--- src/status_bit_source_pkg.sv ---
// constants and types for the status bit source select block
// Behaviour
// RULE1 - first selector drives bit 9 of motion and action status words
// RULE2 - codes: 0 reserved, 1 current, 2 velocity, 3 position dev, 4 velocity dev
// RULE3 - codes 5 to 8 route position register channels 1 to 4
// RULE4 - code 9 limit switch, 10 relative move after capture, 11 position window
// RULE5 - a new selector value takes effect at once
// RULE6 - second selector drives comm bit 11, action bit 10, motion bit 10
// RULE7 - profile limit selector uses codes 0 to 11, default 0
// RULE8 - position source 0 picks encoder 1, 1 picks encoder 2, default 0
// RULE9 - at power-up take base position from chosen encoder; encoder 1 copies to encoder 2
// RULE10 - position source change stored, active only at next power-up
// RULE11 - selected bits follow condition every cycle; code 0 holds zero
package status_bit_source_pkg;

   localparam int unsigned PARAM_ADDR_W = 16;
   localparam int unsigned PARAM_DATA_W = 16;

   // fieldbus parameter addresses
   localparam logic [15:0] ADDR_ABS_POS_SOURCE   = 16'h054A;
   localparam logic [15:0] ADDR_PROFILE_LIMIT    = 16'h1B3C;
   localparam logic [15:0] ADDR_MOTION_BIT9      = 16'h1B6A;

   localparam logic [15:0] RESET_ABS_POS_SOURCE  = 16'h0000;
   localparam logic [15:0] RESET_PROFILE_LIMIT   = 16'h0000;
   localparam logic [15:0] RESET_MOTION_BIT9     = 16'h000B;

   localparam logic [15:0] SELECT_CODE_MAX       = 16'h000B;
   localparam logic [15:0] SOURCE_CODE_MAX       = 16'h0001;
   localparam logic [15:0] SOURCE_ENCODER_1      = 16'h0000;

   // status word bit positions
   localparam int unsigned MOTION_BIT_A = 9;
   localparam int unsigned ACTION_BIT_A = 9;
   localparam int unsigned MOTION_BIT_B = 10;
   localparam int unsigned ACTION_BIT_B = 10;
   localparam int unsigned COMM_BIT_B   = 11;

   typedef enum logic [3:0] {
      SEL_NONE,
      SEL_CURRENT_BELOW,
      SEL_VELOCITY_BELOW,
      SEL_IN_POS_DEVIATION,
      SEL_IN_VEL_DEVIATION,
      SEL_POS_REG_CH1,
      SEL_POS_REG_CH2,
      SEL_POS_REG_CH3,
      SEL_POS_REG_CH4,
      SEL_HW_LIMIT_SWITCH,
      SEL_REL_MOVE_CAPTURE,
      SEL_POSITION_WINDOW
   } select_code_t;

   // internal motion conditions, one bit each
   typedef struct packed {
      logic       current_below;
      logic       velocity_below;
      logic       in_pos_deviation;
      logic       in_vel_deviation;
      logic [3:0] pos_reg_channel;
      logic       hw_limit_switch;
      logic       relative_move_after_capture;
      logic       position_window;
   } condition_t;

   // status word bits driven by the two selectors
   typedef struct packed {
      logic motion_bit9;
      logic action_bit9;
      logic motion_bit10;
      logic action_bit10;
      logic comm_bit11;
   } status_bits_t;

   typedef struct packed {
      logic        write;
      logic        read;
      logic [15:0] addr;
      logic [15:0] wdata;
   } param_req_t;

endpackage : status_bit_source_pkg

--- src/status_bit_source_select.sv ---
// parameter bank routing motion conditions onto status bits, plus power-up position source
`timescale 1ns/10ps
module status_bit_source_select #(
   parameter int unsigned POS_W = 32
) (
   input  wire logic                                   clock_in,
   input  wire logic                                   resetn_in,
   input  wire logic                                   ce_in,
   input  wire status_bit_source_pkg::param_req_t      param_req_in,
   output logic [15:0]                                 param_rdata_out,
   output logic                                        param_ack_out,
   output logic                                        param_error_out,
   input  wire status_bit_source_pkg::condition_t      conditions_in,
   output status_bit_source_pkg::status_bits_t         status_bits_out,
   input  wire logic                                   power_up_in,
   input  wire logic                                   encoders_valid_in,
   input  wire logic [POS_W-1:0]                       enc1_abs_pos_in,
   input  wire logic [POS_W-1:0]                       enc2_abs_pos_in,
   output logic [POS_W-1:0]                            base_abs_pos_out,
   output logic                                        base_abs_pos_ready_out,
   output logic [POS_W-1:0]                            enc2_sys_pos_out,
   output logic                                        enc2_sys_pos_load_out,
   output logic                                        active_source_out
);

   initial begin
      if (POS_W < 1 || POS_W > 64) begin
         $error("POS_W must lie between 1 and 64");
      end
   end

   typedef enum logic [1:0] {
      PU_WAIT,
      PU_CAPTURE,
      PU_DONE
   } power_up_state_t;

   logic [15:0]        abs_pos_source_reg;
   logic [15:0]        profile_limit_reg;
   logic [15:0]        motion_bit9_reg;
   logic               active_source_reg;
   power_up_state_t    pu_state_reg;

   // condition picked by a selector code; reserved and out-of-range codes give zero
   function automatic logic select_condition(
      input logic [15:0]                        code,
      input status_bit_source_pkg::condition_t  cond
   );
      logic result;
      result = 1'b0;
      if (code <= status_bit_source_pkg::SELECT_CODE_MAX) begin
         unique case (status_bit_source_pkg::select_code_t'(code[3:0]))
            status_bit_source_pkg::SEL_NONE:             result = 1'b0;              // [RULE11]
            status_bit_source_pkg::SEL_CURRENT_BELOW:    result = cond.current_below;    // [RULE2]
            status_bit_source_pkg::SEL_VELOCITY_BELOW:   result = cond.velocity_below;   // [RULE2]
            status_bit_source_pkg::SEL_IN_POS_DEVIATION: result = cond.in_pos_deviation; // [RULE2]
            status_bit_source_pkg::SEL_IN_VEL_DEVIATION: result = cond.in_vel_deviation; // [RULE2]
            status_bit_source_pkg::SEL_POS_REG_CH1:      result = cond.pos_reg_channel[0]; // [RULE3]
            status_bit_source_pkg::SEL_POS_REG_CH2:      result = cond.pos_reg_channel[1]; // [RULE3]
            status_bit_source_pkg::SEL_POS_REG_CH3:      result = cond.pos_reg_channel[2]; // [RULE3]
            status_bit_source_pkg::SEL_POS_REG_CH4:      result = cond.pos_reg_channel[3]; // [RULE3]
            status_bit_source_pkg::SEL_HW_LIMIT_SWITCH:  result = cond.hw_limit_switch;    // [RULE4]
            status_bit_source_pkg::SEL_REL_MOVE_CAPTURE:
               result = cond.relative_move_after_capture;                                 // [RULE4]
            status_bit_source_pkg::SEL_POSITION_WINDOW:  result = cond.position_window;    // [RULE4]
            default:                                     result = 1'b0;
         endcase
      end
      return result;
   endfunction : select_condition

   // true when a write to this address carries a value the parameter accepts
   function automatic logic write_legal(
      input logic [15:0] addr,
      input logic [15:0] data
   );
      logic ok;
      ok = 1'b0;
      if (addr == status_bit_source_pkg::ADDR_ABS_POS_SOURCE) begin
         ok = (data <= status_bit_source_pkg::SOURCE_CODE_MAX);   // [RULE8]
      end else if (addr == status_bit_source_pkg::ADDR_PROFILE_LIMIT ||
                   addr == status_bit_source_pkg::ADDR_MOTION_BIT9) begin
         ok = (data <= status_bit_source_pkg::SELECT_CODE_MAX);   // [RULE4] [RULE7]
      end
      return ok;
   endfunction : write_legal

   logic write_ok;
   assign write_ok = param_req_in.write && write_legal(param_req_in.addr, param_req_in.wdata);

   // parameter storage; illegal values are refused and leave the old value
   always_ff @(posedge clock_in or negedge resetn_in) begin
      if (!resetn_in) begin
         abs_pos_source_reg <= status_bit_source_pkg::RESET_ABS_POS_SOURCE;   // [RULE8]
         profile_limit_reg  <= status_bit_source_pkg::RESET_PROFILE_LIMIT;    // [RULE7]
         motion_bit9_reg    <= status_bit_source_pkg::RESET_MOTION_BIT9;
      end else if (ce_in && write_ok) begin
         unique case (param_req_in.addr)
            status_bit_source_pkg::ADDR_ABS_POS_SOURCE: abs_pos_source_reg <= param_req_in.wdata; // [RULE10]
            status_bit_source_pkg::ADDR_PROFILE_LIMIT:  profile_limit_reg  <= param_req_in.wdata; // [RULE5]
            status_bit_source_pkg::ADDR_MOTION_BIT9:    motion_bit9_reg    <= param_req_in.wdata; // [RULE5]
            default: ;
         endcase
      end
   end

   // read port and write answer, one cycle after the request
   always_ff @(posedge clock_in or negedge resetn_in) begin
      if (!resetn_in) begin
         param_rdata_out <= 16'h0000;
         param_ack_out   <= 1'b0;
         param_error_out <= 1'b0;
      end else if (ce_in) begin
         param_ack_out   <= param_req_in.read || param_req_in.write;
         param_error_out <= param_req_in.write && !write_ok;
         if (param_req_in.read) begin
            unique case (param_req_in.addr)
               status_bit_source_pkg::ADDR_ABS_POS_SOURCE: param_rdata_out <= abs_pos_source_reg;
               status_bit_source_pkg::ADDR_PROFILE_LIMIT:  param_rdata_out <= profile_limit_reg;
               status_bit_source_pkg::ADDR_MOTION_BIT9:    param_rdata_out <= motion_bit9_reg;
               default: begin
                  param_rdata_out <= 16'h0000;
                  param_error_out <= 1'b1;
               end
            endcase
         end
      end
   end

   // status bits follow the live selectors every cycle, so a write shows on the next edge
   always_ff @(posedge clock_in or negedge resetn_in) begin
      if (!resetn_in) begin
         status_bits_out <= '0;
      end else if (ce_in) begin
         status_bits_out.motion_bit9  <= select_condition(motion_bit9_reg, conditions_in);   // [RULE1] [RULE11]
         status_bits_out.action_bit9  <= select_condition(motion_bit9_reg, conditions_in);   // [RULE1]
         status_bits_out.motion_bit10 <= select_condition(profile_limit_reg, conditions_in); // [RULE6]
         status_bits_out.action_bit10 <= select_condition(profile_limit_reg, conditions_in); // [RULE6]
         status_bits_out.comm_bit11   <= select_condition(profile_limit_reg, conditions_in); // [RULE6] [RULE7]
      end
   end

   // power-up sequence: the source is frozen here, so later writes wait for the next power-up
   always_ff @(posedge clock_in or negedge resetn_in) begin
      if (!resetn_in) begin
         pu_state_reg      <= PU_WAIT;
         active_source_reg <= 1'b0;
      end else if (ce_in) begin
         if (power_up_in) begin
            pu_state_reg <= PU_WAIT;                                         // [RULE10]
         end else begin
            unique case (pu_state_reg)
               PU_WAIT: begin
                  if (encoders_valid_in) begin
                     active_source_reg <=
                        (abs_pos_source_reg != status_bit_source_pkg::SOURCE_ENCODER_1); // [RULE10]
                     pu_state_reg <= PU_CAPTURE;
                  end
               end
               PU_CAPTURE: pu_state_reg <= PU_DONE;
               PU_DONE:    pu_state_reg <= PU_DONE;
            endcase
         end
      end
   end

   always_ff @(posedge clock_in or negedge resetn_in) begin
      if (!resetn_in) begin
         base_abs_pos_out       <= '0;
         base_abs_pos_ready_out <= 1'b0;
         enc2_sys_pos_out       <= '0;
         enc2_sys_pos_load_out  <= 1'b0;
         active_source_out      <= 1'b0;
      end else if (ce_in) begin
         enc2_sys_pos_load_out <= 1'b0;
         active_source_out     <= active_source_reg;
         if (power_up_in) begin
            base_abs_pos_ready_out <= 1'b0;
         end else if (pu_state_reg == PU_CAPTURE) begin
            base_abs_pos_ready_out <= 1'b1;
            if (!active_source_reg) begin
               base_abs_pos_out      <= enc1_abs_pos_in;                     // [RULE9] [RULE8]
               enc2_sys_pos_out      <= enc1_abs_pos_in;                     // [RULE9]
               enc2_sys_pos_load_out <= 1'b1;                                // [RULE9]
            end else begin
               base_abs_pos_out <= enc2_abs_pos_in;                          // [RULE9] [RULE8]
            end
         end
      end
   end

endmodule : status_bit_source_select

--- config.mk ---
export PLATFORM = sky130hd
export DESIGN_NAME = status_bit_source_select
export DESIGN_NICKNAME = d
export VERILOG_FILES = /design/src/status_bit_source_pkg.sv /design/src/status_bit_source_select.sv
export SDC_FILE = /design/constraint.sdc
export NUM_CORES = 1
export LEC_CHECK = 0
export BUFFER_PORTS_ARGS = -buffer_cell sky130_fd_sc_hd__buf_4
export CAP_MARGIN = 10
export CORE_UTILIZATION = 50
export CTS_CLUSTER_DIAMETER = 150
export DETAILED_ROUTE_END_ITERATION = 6
export MAX_ROUTING_LAYER = met4
export PLACE_DENSITY = 0.79
export SYNTH_ARGS = -nofsm -noshare
export SYNTH_HDL_FRONTEND = slang
export SYNTH_SLANG_ARGS = --single-unit
--- constraint.sdc ---
create_clock -name clock_in -period 2.25 [get_ports clock_in]
set_clock_uncertainty 0.1 [all_clocks]
set_input_delay 0.675 -clock clock_in [delete_from_list [all_inputs] [get_ports clock_in]]
set_output_delay 0.675 -clock clock_in [all_outputs]
set_load 0.1 [all_outputs]
==> impl_results.md <==
* Syn nets at 609
* Num rows at 39
* Total core area at 0.0116 mm²
* Initial antenna violation count at 0
* Slew Viols, Final at 0
* DRC at 20
* Number of cells after detailed placement at 835
* Worst Path Required at 2440 ps
* Die width at 112 µm
* Final non-filler cell total at 866
* Full die area at 0.0125 mm²
* CP delay by family, top: compound AO/OA/AOI/OAI gates
* Post-synth top flop: dfrtp_1
* Fillers at 776
* Tcrit/Tclk final at 97.7%
* Max Cap Viol at 0
* Internal cell power at 6.30 mW
* Post-CTS Setup Bufs at 0
* Setup TNS at 0 ps
* DR vias at 4883
* Largest regs: base_abs_pos_out x32, enc2_sys_pos_out x32
* Critical Path Source: motion_bit9_reg[9]
* Die height at 112 µm
* Most frequent cells in the layout: 225 x buf_4, 134 x dfrtp_1, 56 x nand2_1, 51 x o21ai_0, 43 x mux2_2
* Area occupied by multi-input gates at 0.00239 mm²
* Critical path class: register to register
* Sequential share of the synthesized area at 57.3%
* DR WL/cell at 18.4 µm
* Lkg Pwr at 4.01 nW
* Initial Util at 52.2%
* Failing checks: DRC
* Max transition margin at 63.0%
* Combinational cell fraction of total power at 49.5%
* Synth Warn # at 0
* FF-to-FF setup slack at 50 ps
* Crit path capture: status_bits_out[3]
* Io pins at 204
* Port bufs at 203
* Hold Slack at 86.2 ps
* Post-Syn Area at 0.00603 mm²
* Vias per Instance at 5.64
* Total power at 12.6 mW
* Post-synthesis average cell area at 12.2 µm²
* Cells along the critical path: or4_1 > a2111oi_0 > nand4_1 > o32ai_1
* Fmax at 455 MHz
* Fin nets at 827
* Clk sink count at 138
* Slowest-stage cell, CP: or4_1
* Layout Area Growth over Synthesis at 40.2%
* Async SR Flop Fraction at 100%
* Largest net degree at the start of global routing at 66
* Critical path depth at 4
* Reg-to-Reg End: status_bits_out[3]
* Seq cells post-synth at 138
* Switching share of power at 50.1%
* P per Cell Area at 1490 mW/mm²
* Worst skew pair latency at 410 ps
* Cts hold-fix bufs at 0
* Cells after synthesis at 493
* GRT overflow at 0
* Clk pwr share at 23.6%
* Worst reg2reg path startpoint: motion_bit9_reg[9]
* Final setup viols at 0
* Clock buffer depth at 2
* Register area at 0.00346 mm²
* Worst slew pin tran at 555 ps
* Number of global-route vias before repair at 4848
* CP arrival at 2380 ps
* Final Cell Area at 0.00846 mm²
* Crit-path max FO at 3
* # resized after CTS at 0
* CTS root buf: clkbuf_16
* Share of cells above drive strength 1 at 46.3%
* VDD IR max at 729 µV
* TritonCTS Buffers at 17
* CP Buf/Inv Count at 0
* FF-to-FF path depth at 4
* Placed cell area at 0.00781 mm²
* Unrepaired setup endpoints after global routing: false
* Most common cell after layout, fill and taps aside: buf_4
* Number of flops mapped to enable cells by yosys at 0
* Gr usage total at 27.6%
* Final WL at 15900 µm
* Clock transition at the registers of the reported paths at 60 ps
* Endpoints failing hold at 0
* CP startpoint kind: register
* Drt first-iter violations at 491
* Post-route ant nets at 0
* Dpl hpwl at 11600 µm
* First-pass GRT wire length at 25700 µm
* Pre-Repair DR Iteration Count at 7
* Switching pwr at 6.31 mW
* H-tree depth at 4
* Fin crit period at 2200 ps
* Worst hold path class: input port to asynchronous set/reset pin
* TritonCTS clock tree: yes
* Ant diodes at 0
* Setup crit end kind: register
* Max stage delay on crit path at 560 ps
* Gpl congestion at 0.850
* Cell variety after synth at 53
* Outcome: finished, violations left
* Sequential share of power at 26.9%
## power by group through the flow
stage / combinational (mW) / sequential (mW) / clock [mW]
final: 6.24 / 3.39 / 2.98
after global placement: 6.18 / 3.40 / 0
after floorplan: 0.663 / 7.54 / 0
after global routing: 6.41 / 3.46 / 3.15
after detailed placement: 6.25 / 3.43 / 0
after CTS: 6.26 / 3.39 / 3.03
## worst min path at each step
stage | startpoint | endpoint | slack [ps] | cells after the start
after floorplan | resetn_in | abs_pos_source_reg[0] | 280 | 0
after global placement | base_abs_pos_out[7] | base_abs_pos_out[7] | 370 | 2
after detailed placement | base_abs_pos_out[13] | base_abs_pos_out[13] | 370 | 2
after CTS | resetn_in | motion_bit9_reg[13] | 80 | 1
after global routing | resetn_in | motion_bit9_reg[10] | 100 | 1
final | resetn_in | motion_bit9_reg[10] | 90 | 1
## kinds of logic after synthesis
family,count (synthesis),share of synthesized area [%]
buffers and inverters,37,3.30
DFF,138,57.3
adders and majority gates,2,0.415
AOI/OAI and AO/OA,89,10.1
and+or+nand+nor,147,13.8
muxes,80,15.1
## synth_stat cells, drive strengths merged, types with 3 or more instances
| cell | number | area (µm²) |
|---|---|---|
| nand2b | 3 | 18.8 |
| o21ai | 52 | 260 |
| nor3 | 3 | 26.3 |
| a2111oi | 4 | 41.3 |
| mux2 | 44 | 499 |
| mux2i | 32 | 320 |
| nor2b | 4 | 25.0 |
| nand3 | 4 | 20.0 |
| and2 | 40 | 258 |
| nor4 | 10 | 77.6 |
| nor2 | 9 | 33.8 |
| dfrtp | 135 | 3380 |
| mux4 | 4 | 90.1 |
| inv | 7 | 26.3 |
| a21oi | 5 | 25.0 |
| o22ai | 3 | 18.8 |
| nand2 | 58 | 220 |
| a222oi | 16 | 160 |
| dfstp | 3 | 78.8 |
| clkbuf | 10 | 37.5 |
| buf | 20 | 135 |
| or4 | 3 | 26.3 |
| nand4 | 3 | 18.8 |
## worst register-to-register path: stages, from the launching register on
cell and delay (ps):
dfrtp_1 390, or4_1 560, a2111oi_0 490, nand4_1 160, o32ai_1 380
## through the flow
stage | utilization [%] | setup slack, ps
4_1_cts | 73.1 | 110
2_1_floorplan | - | 9.90
5_1_grt | 73.1 | 27.6
3_5_place_dp | 67.5 | -188
6_report | 73.1 | 51.8
3_3_place_gp | 67.5 | -130
## cell type report
class | count | area share [%]
sequential | 138 | 40.9
multi-input combinational | 318 | 28.2
timing repair buffer | 229 | 20.8
clock buffer | 21 | 5.68
tap | 143 | 2.12
clock inverter | 10 | 1.95
inverter | 7 | 0.311
## layer usage
layer | GRT usage, % | vias to the layer above | wire [µm]
met2 | 44.6 | 236 | 7990
met5 | - | - | 0
met4 | 11.6 | 0 | 427
li1 | - | 2224 | -
met1 | 33.7 | 2384 | 6320
met3 | 5.99 | 39 | 1170
(Power assumes the default switching activity.)
